$ cat config.mk
export PLATFORM = sky130hd
export DESIGN_NAME = ncer_top
export DESIGN_NICKNAME = d
export VERILOG_FILES = /design/src/pkg/ncer_pkg.sv /design/src/design/ncer_sync.sv /design/src/design/ncer_top.sv
export SDC_FILE = /design/constraint.sdc
export NUM_CORES = 1
export LEC_CHECK = 0
export ABC_CLOCK_PERIOD_IN_PS = 2300
export BUFFER_PORTS_ARGS = -buffer_cell sky130_fd_sc_hd__clkbuf_2
export CAP_MARGIN = 25
export CORE_AREA = 2 2 58 60
export DETAILED_ROUTE_END_ITERATION = 12
export DIE_AREA = 0 0 60 62
export HOLD_SLACK_MARGIN = 0.08
export PLACE_DENSITY = 0.68
export SYNTH_ARGS = -nofsm -noshare
export SYNTH_HDL_FRONTEND = slang
export SYNTH_SLANG_ARGS = --single-unit
$ cat constraint.sdc
create_clock -name ref_clk -period 2.3 [get_ports ref_clk]
set_clock_uncertainty 0.2 [all_clocks]
set_input_delay 0.46 -clock ref_clk [delete_from_list [all_inputs] [get_ports ref_clk]]
set_output_delay 0.46 -clock ref_clk [all_outputs]
set_load 0.05 [all_outputs]
$ cat src/pkg/ncer_pkg.sv
// Shared constants for the nine-bit clearable, enabled holding register
package ncer_pkg;

    // ****************************************************************
    // Widths
    // ****************************************************************
    localparam int unsigned NCER_DATA_W  = 9;   // Storage elements in the register
    localparam int unsigned NCER_CTRL_W  = 4;   // Synchronised control pins

    // ****************************************************************
    // Reset values
    // ****************************************************************
    localparam logic [NCER_DATA_W-1:0] NCER_STORE_RST = 9'h000;
    localparam logic [NCER_DATA_W-1:0] NCER_OE_RST    = 9'h000;

    // Control pin sync reset: {zero_n, enable_n, out_en_n, clock}
    // Clear asserted and drivers released while the chip is in reset
    localparam logic [NCER_CTRL_W-1:0] NCER_CTRL_RST  = 4'h6;

    // ****************************************************************
    // Field positions inside the synchronised control vector
    // ****************************************************************
    localparam int unsigned NCER_CTL_CLK  = 0;
    localparam int unsigned NCER_CTL_OEN  = 1;
    localparam int unsigned NCER_CTL_ENN  = 2;
    localparam int unsigned NCER_CTL_ZERO = 3;

endpackage : ncer_pkg
$ cat src/design/ncer_sync.sv
// Two-stage synchroniser for pin inputs entering the ref_clk domain
`timescale 1ns/1ps

module ncer_sync #(
    parameter int unsigned  W       = 1,
    parameter logic [W-1:0] RST_VAL = '0
) (
    // Clock and reset
    input  wire logic         ref_clk,
    input  wire logic         rst_b,
    // Asynchronous level in, synchronised level out
    input  wire logic [W-1:0] d,
    output logic      [W-1:0] q
);

    logic [W-1:0] meta_r;

    // First stage feeds only the second stage, never any other logic
    always_ff @(posedge ref_clk or negedge rst_b)
    begin
        if (!rst_b)
        begin
            meta_r <= RST_VAL;
            q      <= RST_VAL;
        end
        else
        begin
            meta_r <= d;
            q      <= meta_r;
        end
    end

endmodule // ncer_sync

$ cat src/design/ncer_top.sv
// Nine-bit edge-triggered holding register with clear, clock enable and bus drivers
// Contract
// - Nine storage elements, one clock, one enable
// - Rising capture edge stores each data input
// - Output enable low drives stored value out
// - Output enable high releases all nine drivers
// - Output enable never disturbs stored contents
// - Clear low forces every stored bit zero
// - New data accepted only while clear high
// - Enable low loads data on rising edge
// - Enable high holds value, ignores edges
`timescale 1ns/1ps

module ncer_top
    import ncer_pkg::*;
#(
    parameter int unsigned DATA_W = NCER_DATA_W
) (
    // Clock and reset
    input  wire logic              ref_clk,
    input  wire logic              rst_b,
    // Capture side pins
    input  wire logic              capture_clock,
    input  wire logic              capture_en_n,
    input  wire logic              register_zero_n,
    input  wire logic [DATA_W-1:0] data_in,
    // Bus side pins
    input  wire logic              output_en_n,
    output logic      [DATA_W-1:0] data_out,
    output logic      [DATA_W-1:0] data_out_oe
);

    // ****************************************************************
    // Pin synchronisation
    // ****************************************************************

    logic [NCER_CTRL_W-1:0] ctrl_s;
    logic [DATA_W-1:0]      data_s;
    logic                   clk_s;
    logic                   oe_n_s;
    logic                   en_n_s;
    logic                   zero_n_s;
    logic                   clk_prev_r;
    logic                   capture_edge;
    logic                   load_go;

    // Data and controls pass the same two stages, so a clock edge and the
    // data around it stay aligned; the cost is a fixed latency to the pins
    ncer_sync #(
        .W       (NCER_CTRL_W),
        .RST_VAL (NCER_CTRL_RST)
    ) u_ctrl_sync (
        .ref_clk (ref_clk),
        .rst_b   (rst_b),
        .d       ({register_zero_n, capture_en_n, output_en_n, capture_clock}),
        .q       (ctrl_s)
    );

    ncer_sync #(
        .W       (DATA_W),
        .RST_VAL (NCER_STORE_RST[DATA_W-1:0])
    ) u_data_sync (
        .ref_clk (ref_clk),
        .rst_b   (rst_b),
        .d       (data_in),
        .q       (data_s)
    );

    // Named views of the synchronised control vector
    assign clk_s    = ctrl_s[NCER_CTL_CLK];
    assign oe_n_s   = ctrl_s[NCER_CTL_OEN];
    assign en_n_s   = ctrl_s[NCER_CTL_ENN];
    assign zero_n_s = ctrl_s[NCER_CTL_ZERO];

    // ****************************************************************
    // Capture edge detection
    // ****************************************************************

    // Previous level of the synchronised capture clock
    always_ff @(posedge ref_clk or negedge rst_b)
    begin
        if (!rst_b)
            clk_prev_r <= 1'b0;
        else
            clk_prev_r <= clk_s;
    end

    // Only the low-to-high transition captures; a falling edge does nothing
    assign capture_edge = clk_s & ~clk_prev_r;
    assign load_go      = capture_edge & ~en_n_s & zero_n_s;

    // ****************************************************************
    // Storage
    // ****************************************************************

    // The stored word is the output register itself: clear has priority,
    // then a qualified edge loads, otherwise the value is held
    always_ff @(posedge ref_clk or negedge rst_b)
    begin
        if (!rst_b)
            data_out <= NCER_STORE_RST[DATA_W-1:0];
        else if (!zero_n_s)
            data_out <= NCER_STORE_RST[DATA_W-1:0];
        else if (load_go)
            data_out <= data_s;
    end

    // ****************************************************************
    // Bus drivers
    // ****************************************************************

    // One shared enable fans out to every bit; the store is not touched here
    genvar gi;
    generate
        for (gi = 0; gi < DATA_W; gi++)
        begin : g_drv
            always_ff @(posedge ref_clk or negedge rst_b)
            begin
                if (!rst_b)
                    data_out_oe[gi] <= NCER_OE_RST[gi];
                else
                    data_out_oe[gi] <= ~oe_n_s;
            end
        end
    endgenerate
endmodule // ncer_top

==> flow_summary.toml, run 1 <==
[outcome]
status = "completed"

[power_and_ir_drop]
p_per_area_mw_per_mm2 = 757
p_int_uw = 874
ir_drop_uv = 294
switching_share = 0.245
pwr-share-seq = 0.603
comb_power_share = 0.102
p_switching_uw = 284
power_leakage_uw = 0.000740
p_total_uw = 1160
power_frac_clock = 0.295

[finish]
area_growth_pct = 28.0
stdcell_count = 167
diodes = 0
utilization = 0.481
fin_nets = 135
drive_gt1_frac = 0.364

[place]
placedCellCount = 145
dp_hpwl_um = 1090
port_buffers = 32
gp_congestion = 0.679

[global_routing]
grt_remaining_overflow = 0
track_usage = 0.107
antenna_found_initial = 0
grt_max_degree = 38
grt_pass1_wl_um = 2630
first_global_vias = 614

[routing]
vias = 659
wl_per_cell_um = 10.4
vias_per_cell = 3.95
drt-total-wl_um = 1730
drcViolationCount = 0
dr.pass1.iters = 4
antenna_left = 0
drt-initial-drc-count = 37

[floorplanning]
coreArea_sq_mm = 0.00318
rows = 21
num_io_pins = 33
die_width_um = 60
die_h_um = 62
fp.dieArea_sq_mm = 0.00372
initial_utilization = 0.376

[logic_synthesis]
seq_area_frac_synth = 0.779
synth_area_leaders = "dfrtp_1, dfstp_2, mux2i_1"
syn_nets = 92
ys_warn_count = 0
yosys.area.top_type_share = 0.691
synth_area_per_cell_sq_um = 15.5
yosysTopAreaCell = "dfrtp_1"
synthCells = 77
yosys.cell_types.count = 8
synthesis.area_sq_mm = 0.00119
ys_ff_latch = 37

[timing]
layout_worst_path_cycle_share = 0.773
rsz0062_at_grt = "no"
period_needed_ns = 1.78
tns_ns = 0
worstMarginPinSlew_ns = 0.841
relSlewSlack = 0.439
finalHoldViolations = 0
finalMaxSlewViolations = 0
fmax_mhz = 562
final-setup-viol-count = 0

[clock_tree]
clkSinkCount = 37
worstSkewPairLatency_ns = 0.33
clockRootBuffer = "clkbuf_4"
clk_pin_slew_ns = 0.10
post_cts_buffers = 0
cts_buffers = 5
h-tree-depth = 2
cts_tree = "yes"
clk_path_buf_depth = 2

[critical_path]
critPathArrivalTime_ns = 1.12
start_kind = "register"
critPathRequiredTime_ns = 1.64
crit_fanout = 9
cp_cell_sequence = "clkbuf_2"
crit_family = "flip-flops"
critPathMaxStageDelay_ns = 0.47
path_buf_inv = 1
slowest_stage = "dfrtp_1"
path_class = "reg2out"
end_kind = "primary output"

[hold_path]
min_path_type = "reg2reg"

[flow_run]
max_cap_viol_count = 0
## routing by layer
layer | global-route usage | share of wire
met3 | 0.0497 | 0.067
met5 | 0 | 0
met1 | 0.103 | 0.40
met4 | 0.0857 | 0.035
met2 | 0.175 | 0.50
## registers in the layout, indices dropped and copies added, names as in the netlist
signal and cells:
data_out 9, u_data_sync.meta_r 9, u_data_sync.q 9, u_ctrl_sync.meta_r 4, u_ctrl_sync.q 4, clk_prev_r 1
data_out_oe 1
## logic make-up (layout without fill, tap and decap cells)
logic type | count (synthesis) | in the layout | share of synthesized area
muxes | 9 | 9 | 0.0754
buffers and inverters | 12 | 56 | 0.0785
DFF | 37 | 37 | 0.779
and+or+nand+nor | 19 | 19 | 0.0670
## area by class of cell
type / instances / area, sq um
flip-flops and latches: 37 / 931
multi-input cells: 28 / 170
inverters: 1 / 3.75
repair buffers: 47 / 308
clock buffers: 8 / 58.8
fillers: 292 / 1650
well taps: 46 / 57.6
## cells in the mapped netlist
master	n
nand2_1	18
dfstp_2	4
nor3b_2	1
dfrtp_1	33
buf_4	9
mux2i_1	9
buf_6	2
inv_1	1
## path summary, 6_finish.rpt
kind                                       start                     to  slack, ns  cells after the start
max                               data_out_oe[2]         data_out_oe[2]       0.52                      1
min                        u_data_sync.meta_r[2]       u_data_sync.q[2]       0.15                      0
max reg2reg                           clk_prev_r            data_out[0]       1.03                      3
min reg2reg                u_data_sync.meta_r[2]       u_data_sync.q[2]       0.15                      0
max in group asynchronous                  rst_b  u_ctrl_sync.meta_r[3]       0.81                      2
min in group asynchronous                  rst_b            data_out[7]       0.55                      2
## power by group through the flow
stage	Combinational, uW	Sequential, uW	Clock, uW
2_1_floorplan	57.3	727	0
3_3_place_gp	99.6	709	0
3_5_place_dp	102	711	0
4_1_cts	120	698	357
5_1_grt	128	702	379
6_report	118	698	342
## through the flow
stage	setup WS, ns	instance area, sq um	hold WS, ns
after CTS	0.497	1530	0.149
after floorplan	0.626	1190	-0.0356
after global routing	0.424	1530	0.164
final	0.522	1530	0.148
after global placement	0.903	1330	0.133
after detailed placement	0.881	1330	0.135
## what timing repair did
item                      CTS  global route
gates resized for setup     0             0
hold endpoints to repair   46             0
hold buffers               14             0
## cells in the final DEF, fill, tap and decap left out, drive strengths merged
cell type	Yosys	routed
clkbuf	0	40
dfrtp	33	33
nand2	18	18
dlygate4sd3	0	14
mux2i	9	9
dfstp	4	4
inv	1	1
nor3b	1	1
buf	11	1
Power figures use the tool's default switching activity.
==> run 2: changes to the inputs <==
ABC_CLOCK_PERIOD_IN_PS = 1700   (was 2300)
clock period = 1.7 ns   (was 2.3 ns; I/O delays follow)
==> flow_summary.toml, run 2 (synthesized netlist as in run 1, its figures left out) <==
[finish]
drive_gt1_frac = 0.361
area_growth_pct = 27.7
top_regs = "data_out (9), u_data_sync.meta_r (9), u_data_sync.q (9)"
multi_input_area_sq_um = 170
mostFrequentLayoutCells = "dfrtp_1, clkbuf_2, nand2_1"
final_common_cell = "dfrtp_1"
postLayoutCellArea_sq_mm = 0.00153
diodes = 0
utilization = 0.480
fin_nets = 136
fillers = 307
regArea_sq_um = 931

[routing]
vias = 659
wl_per_cell_um = 9.64
drt-total-wl_um = 1620
vias_per_cell = 3.92
drcViolationCount = 0
antenna_left = 0
dr.pass1.iters = 4
drt-initial-drc-count = 27

[floorplanning]
rows = 21
num_io_pins = 33
die_h_um = 62
coreArea_sq_mm = 0.00318
die_width_um = 60
fp.dieArea_sq_mm = 0.00372
initial_utilization = 0.376

[place]
place_area_sq_mm = 0.00134
dp_hpwl_um = 1110
port_buffers = 32
gp_congestion = 0.676

[global_routing]
antenna_found_initial = 0
grt_max_degree = 38
grt_remaining_overflow = 0
grt_pass1_wl_um = 2610
track_usage = 0.106
met3_usage = 0.0580
grt-busiest-layer = "met2"
met1_usage = 0.100
first_global_vias = 644
grt_util_met2 = 0.168

[critical_path]
critPathRequiredTime_ns = 1.16
crit_start = "data_out_oe[2]"
critPathMaxStageDelay_ns = 0.44
end_kind = "primary output"
cp_cell_sequence = "buf_2"
slowest_stage = "dfrtp_1"
critPathArrivalTime_ns = 1.05
ff2ff_path_depth = 3
path_class = "reg2out"
rr_startpoint = "clk_prev_r"
path_depth = 1
crit_family = "flip-flops"
crit_fanout = 9
path_buf_inv = 1
start_kind = "register"

[clock_tree]
post_cts_buffers = 0
cts_tree = "yes"
h-tree-depth = 2
worstSkewPairLatency_ns = 0.32
clkSinkCount = 37
clk_path_buf_depth = 2
clk_pin_slew_ns = 0.10
cts_buffers = 5
clockRootBuffer = "clkbuf_4"

[power_and_ir_drop]
ir_drop_uv = 364
p_per_area_mw_per_mm2 = 991
power_frac_clock = 0.269
power_leakage_uw = 0.000737
pwr-share-seq = 0.624
p_int_uw = 1140
p_switching_uw = 368
switching_share = 0.243
comb_power_share = 0.107

[timing]
rsz0062_at_grt = "yes"
finalHoldViolations = 0
layout_worst_path_cycle_share = 0.938
fmax_mhz = 627
timing.hold.ws_ns = 0.149
relSlewSlack = 0.658
finalMaxSlewViolations = 0
worstMarginPinSlew_ns = 0.513
final-setup-viol-count = 0
period_needed_ns = 1.59

[hold_path]
min_path_type = "reg2reg"
hp-start = "u_data_sync.meta_r[2]"
hold_depth = 0

[outcome]
status = "completed"

[flow_run]
max_cap_viol_count = 0
[run 2: cell count changes in the layout (fill, tap and decap cells not counted), sizes merged]
cell and delta:
clkbuf -9, buf +10
[run 2: final cells by class]
type	instances	area share
repair buffers	48	0.207
multi-input cells	28	0.111
inverters	1	0.00246
flip-flops and latches	37	0.610
clock buffers	8	0.0320
well taps	46	0.0377
[run 2: worst paths after layout]
path                                          to  slack (ns)
hold reg to reg                 u_data_sync.q[2]        0.15
min in group asynchronous       u_data_sync.q[7]        0.36
hold / removal                  u_data_sync.q[2]        0.15
setup reg to reg                     data_out[0]        0.39
setup / recovery                  data_out_oe[8]        0.11
max in group asynchronous  u_ctrl_sync.meta_r[2]        0.58
[run 2: timing repair]
action	CTS	global route
endpoints found under the hold margin	46	0
hold buffers	14	0
resized for setup	0	9
setup endpoints to repair	0	9
[run 2: per-layer routing]
metal	up-vias	part of all wire
met3	7	0.070
met5	-	0
met2	23	0.48
met4	0	0.036
met1	309	0.41
li1	320	-
[run 2: stage by stage]
| step | total power (uW) | setup WS, ns | std cells | TNS, ns |
|---|---|---|---|---|
| after global placement | 1100 | 0.423 | 146 | 0 |
| after global routing | 1590 | -0.0167 | 168 | -0.129 |
| final | 1510 | 0.106 | 168 | 0 |
| after CTS | 1550 | 0.0162 | 168 | 0 |
| after detailed placement | 1100 | 0.402 | 146 | 0 |
| after floorplan | 1060 | 0.146 | 77 | 0 |
[run 2: power by group through the flow]
stage                     registers (uW)  clock network, uW  logic, uW
after floorplan                      983                  0       77.6
after global placement               959                  0        137
after detailed placement             962                  0        140
after CTS                            945                438        165
after global routing                 950                466        176
final                                943                407        162
==> run 3: changes to the inputs <==
RECOVER_POWER = 50   (was not set)
==> flow_summary.toml, run 3 (synthesized netlist as in run 1, its figures left out) <==
[timing]
relSlewSlack = 0.442
final-setup-viol-count = 0
rsz0062_at_grt = "yes"
finalHoldViolations = 0
worstMarginPinSlew_ns = 0.837
tns_ns = 0
period_needed_ns = 1.59
layout_worst_path_cycle_share = 0.938
fmax_mhz = 627
setup_slack_ns = 0.106
finalMaxSlewViolations = 0
timing.hold.ws_ns = 0.149

[routing]
dr.pass1.iters = 4
drcViolationCount = 0
drt-initial-drc-count = 27
antenna_left = 0
vias_per_cell = 3.92
wl_per_cell_um = 9.61
vias = 658
drt-total-wl_um = 1610

[critical_path]
start_kind = "register"
critPathRequiredTime_ns = 1.16
cp_cell_sequence = "buf_2"
critPathArrivalTime_ns = 1.05
end_kind = "primary output"
crit_fanout = 9
crit_family = "flip-flops"
slowest_stage = "dfrtp_1"
path_class = "reg2out"
critPathMaxStageDelay_ns = 0.44
path_buf_inv = 1

[place]
gp_congestion = 0.676
dp_slack_ns = 0.402
dp_hpwl_um = 1110
port_buffers = 32

[finish]
fillers = 307
regArea_sq_um = 931
area_growth_pct = 27.5
drive_gt1_frac = 0.361
diodes = 0
fin_nets = 136
multi_input_area_sq_um = 170
final_common_cell = "dfrtp_1"
top_regs = "data_out (9), u_data_sync.meta_r (9), u_data_sync.q (9)"
mostFrequentLayoutCells = "dfrtp_1, clkbuf_2, nand2_1"

[clock_tree]
clk_pin_slew_ns = 0.10
worstSkewPairLatency_ns = 0.33
clockRootBuffer = "clkbuf_4"
h-tree-depth = 2
clk_path_buf_depth = 2
cts_tree = "yes"
post_cts_buffers = 0
clkSinkCount = 37
cts_buffers = 5

[power_and_ir_drop]
power_frac_clock = 0.270
power_leakage_uw = 0.000736
p_int_uw = 1140
pwr-share-seq = 0.624
switching_share = 0.243
comb_power_share = 0.106
p_per_area_mw_per_mm2 = 992
ir_drop_uv = 364
p_switching_uw = 368

[outcome]
status = "completed"

[floorplanning]
rows = 21
initial_utilization = 0.376
fp.dieArea_sq_mm = 0.00372
num_io_pins = 33
die_h_um = 62
die_width_um = 60
coreArea_sq_mm = 0.00318

[global_routing]
grt_max_degree = 38
grt_remaining_overflow = 0
antenna_found_initial = 0
first_global_vias = 644
grt_pass1_wl_um = 2610
track_usage = 0.106

[hold_path]
min_path_type = "reg2reg"

[flow_run]
max_cap_viol_count = 0
## run 3: cell count changes in the layout (fill, tap and decap cells not counted), sizes merged
cell / change
clkbuf: +1
buf: -1
## run 3: repair_timing
item / 4_1_cts / 5_1_grt
hold buffers: 14 / 0
setup endpoints to repair: 0 / 9
resized for setup: 0 / 9
hold endpoints to repair: 46 / 0
## run 3: per-stage QoR
step,util,power [uW],area [sq um],instances
2_1_floorplan,-,1060,1190,77
3_3_place_gp,0.421,1100,1340,146
3_5_place_dp,0.421,1100,1340,146
4_1_cts,0.480,1550,1530,168
5_1_grt,0.479,1590,1520,168
6_report,0.479,1510,1520,168
## run 3: routing by layer
layer  vias up  share of wire  GRT usage
met2        23           0.49      0.168
met4         0          0.037     0.0921
met1       308           0.41      0.100
met5         -              0          0
met3         7          0.071     0.0580
li1        320              -          -
## run 3: final cells by class
type                            count  share of cell area
Sequential cell                    37               0.611
Timing Repair Buffer               48               0.205
Multi-Input combinational cell     28               0.112
Tap cell                           46              0.0378
Clock buffer                        8              0.0320
Inverter                            1             0.00246
## run 3: power by group through the flow
stage          logic [uW]  registers (uW)  clock network, uW
2_1_floorplan        77.6             983                  0
3_3_place_gp          137             959                  0
3_5_place_dp          140             962                  0
4_1_cts               165             945                438
5_1_grt               175             950                466
6_report              161             943                408
## run 3: path summary, 6_finish.rpt
kind | start | end | slack, ns | cells after the start
worst max-delay path | data_out_oe[2] | data_out_oe[8] | 0.11 | 1
worst min-delay path | u_data_sync.meta_r[2] | u_data_sync.q[2] | 0.15 | 0
worst max register to register | clk_prev_r | data_out[0] | 0.39 | 3
worst min register to register | u_data_sync.meta_r[2] | u_data_sync.q[2] | 0.15 | 0
max in group asynchronous | rst_b | u_ctrl_sync.meta_r[3] | 0.25 | 3
min in group asynchronous | rst_b | u_data_sync.q[7] | 0.52 | 3
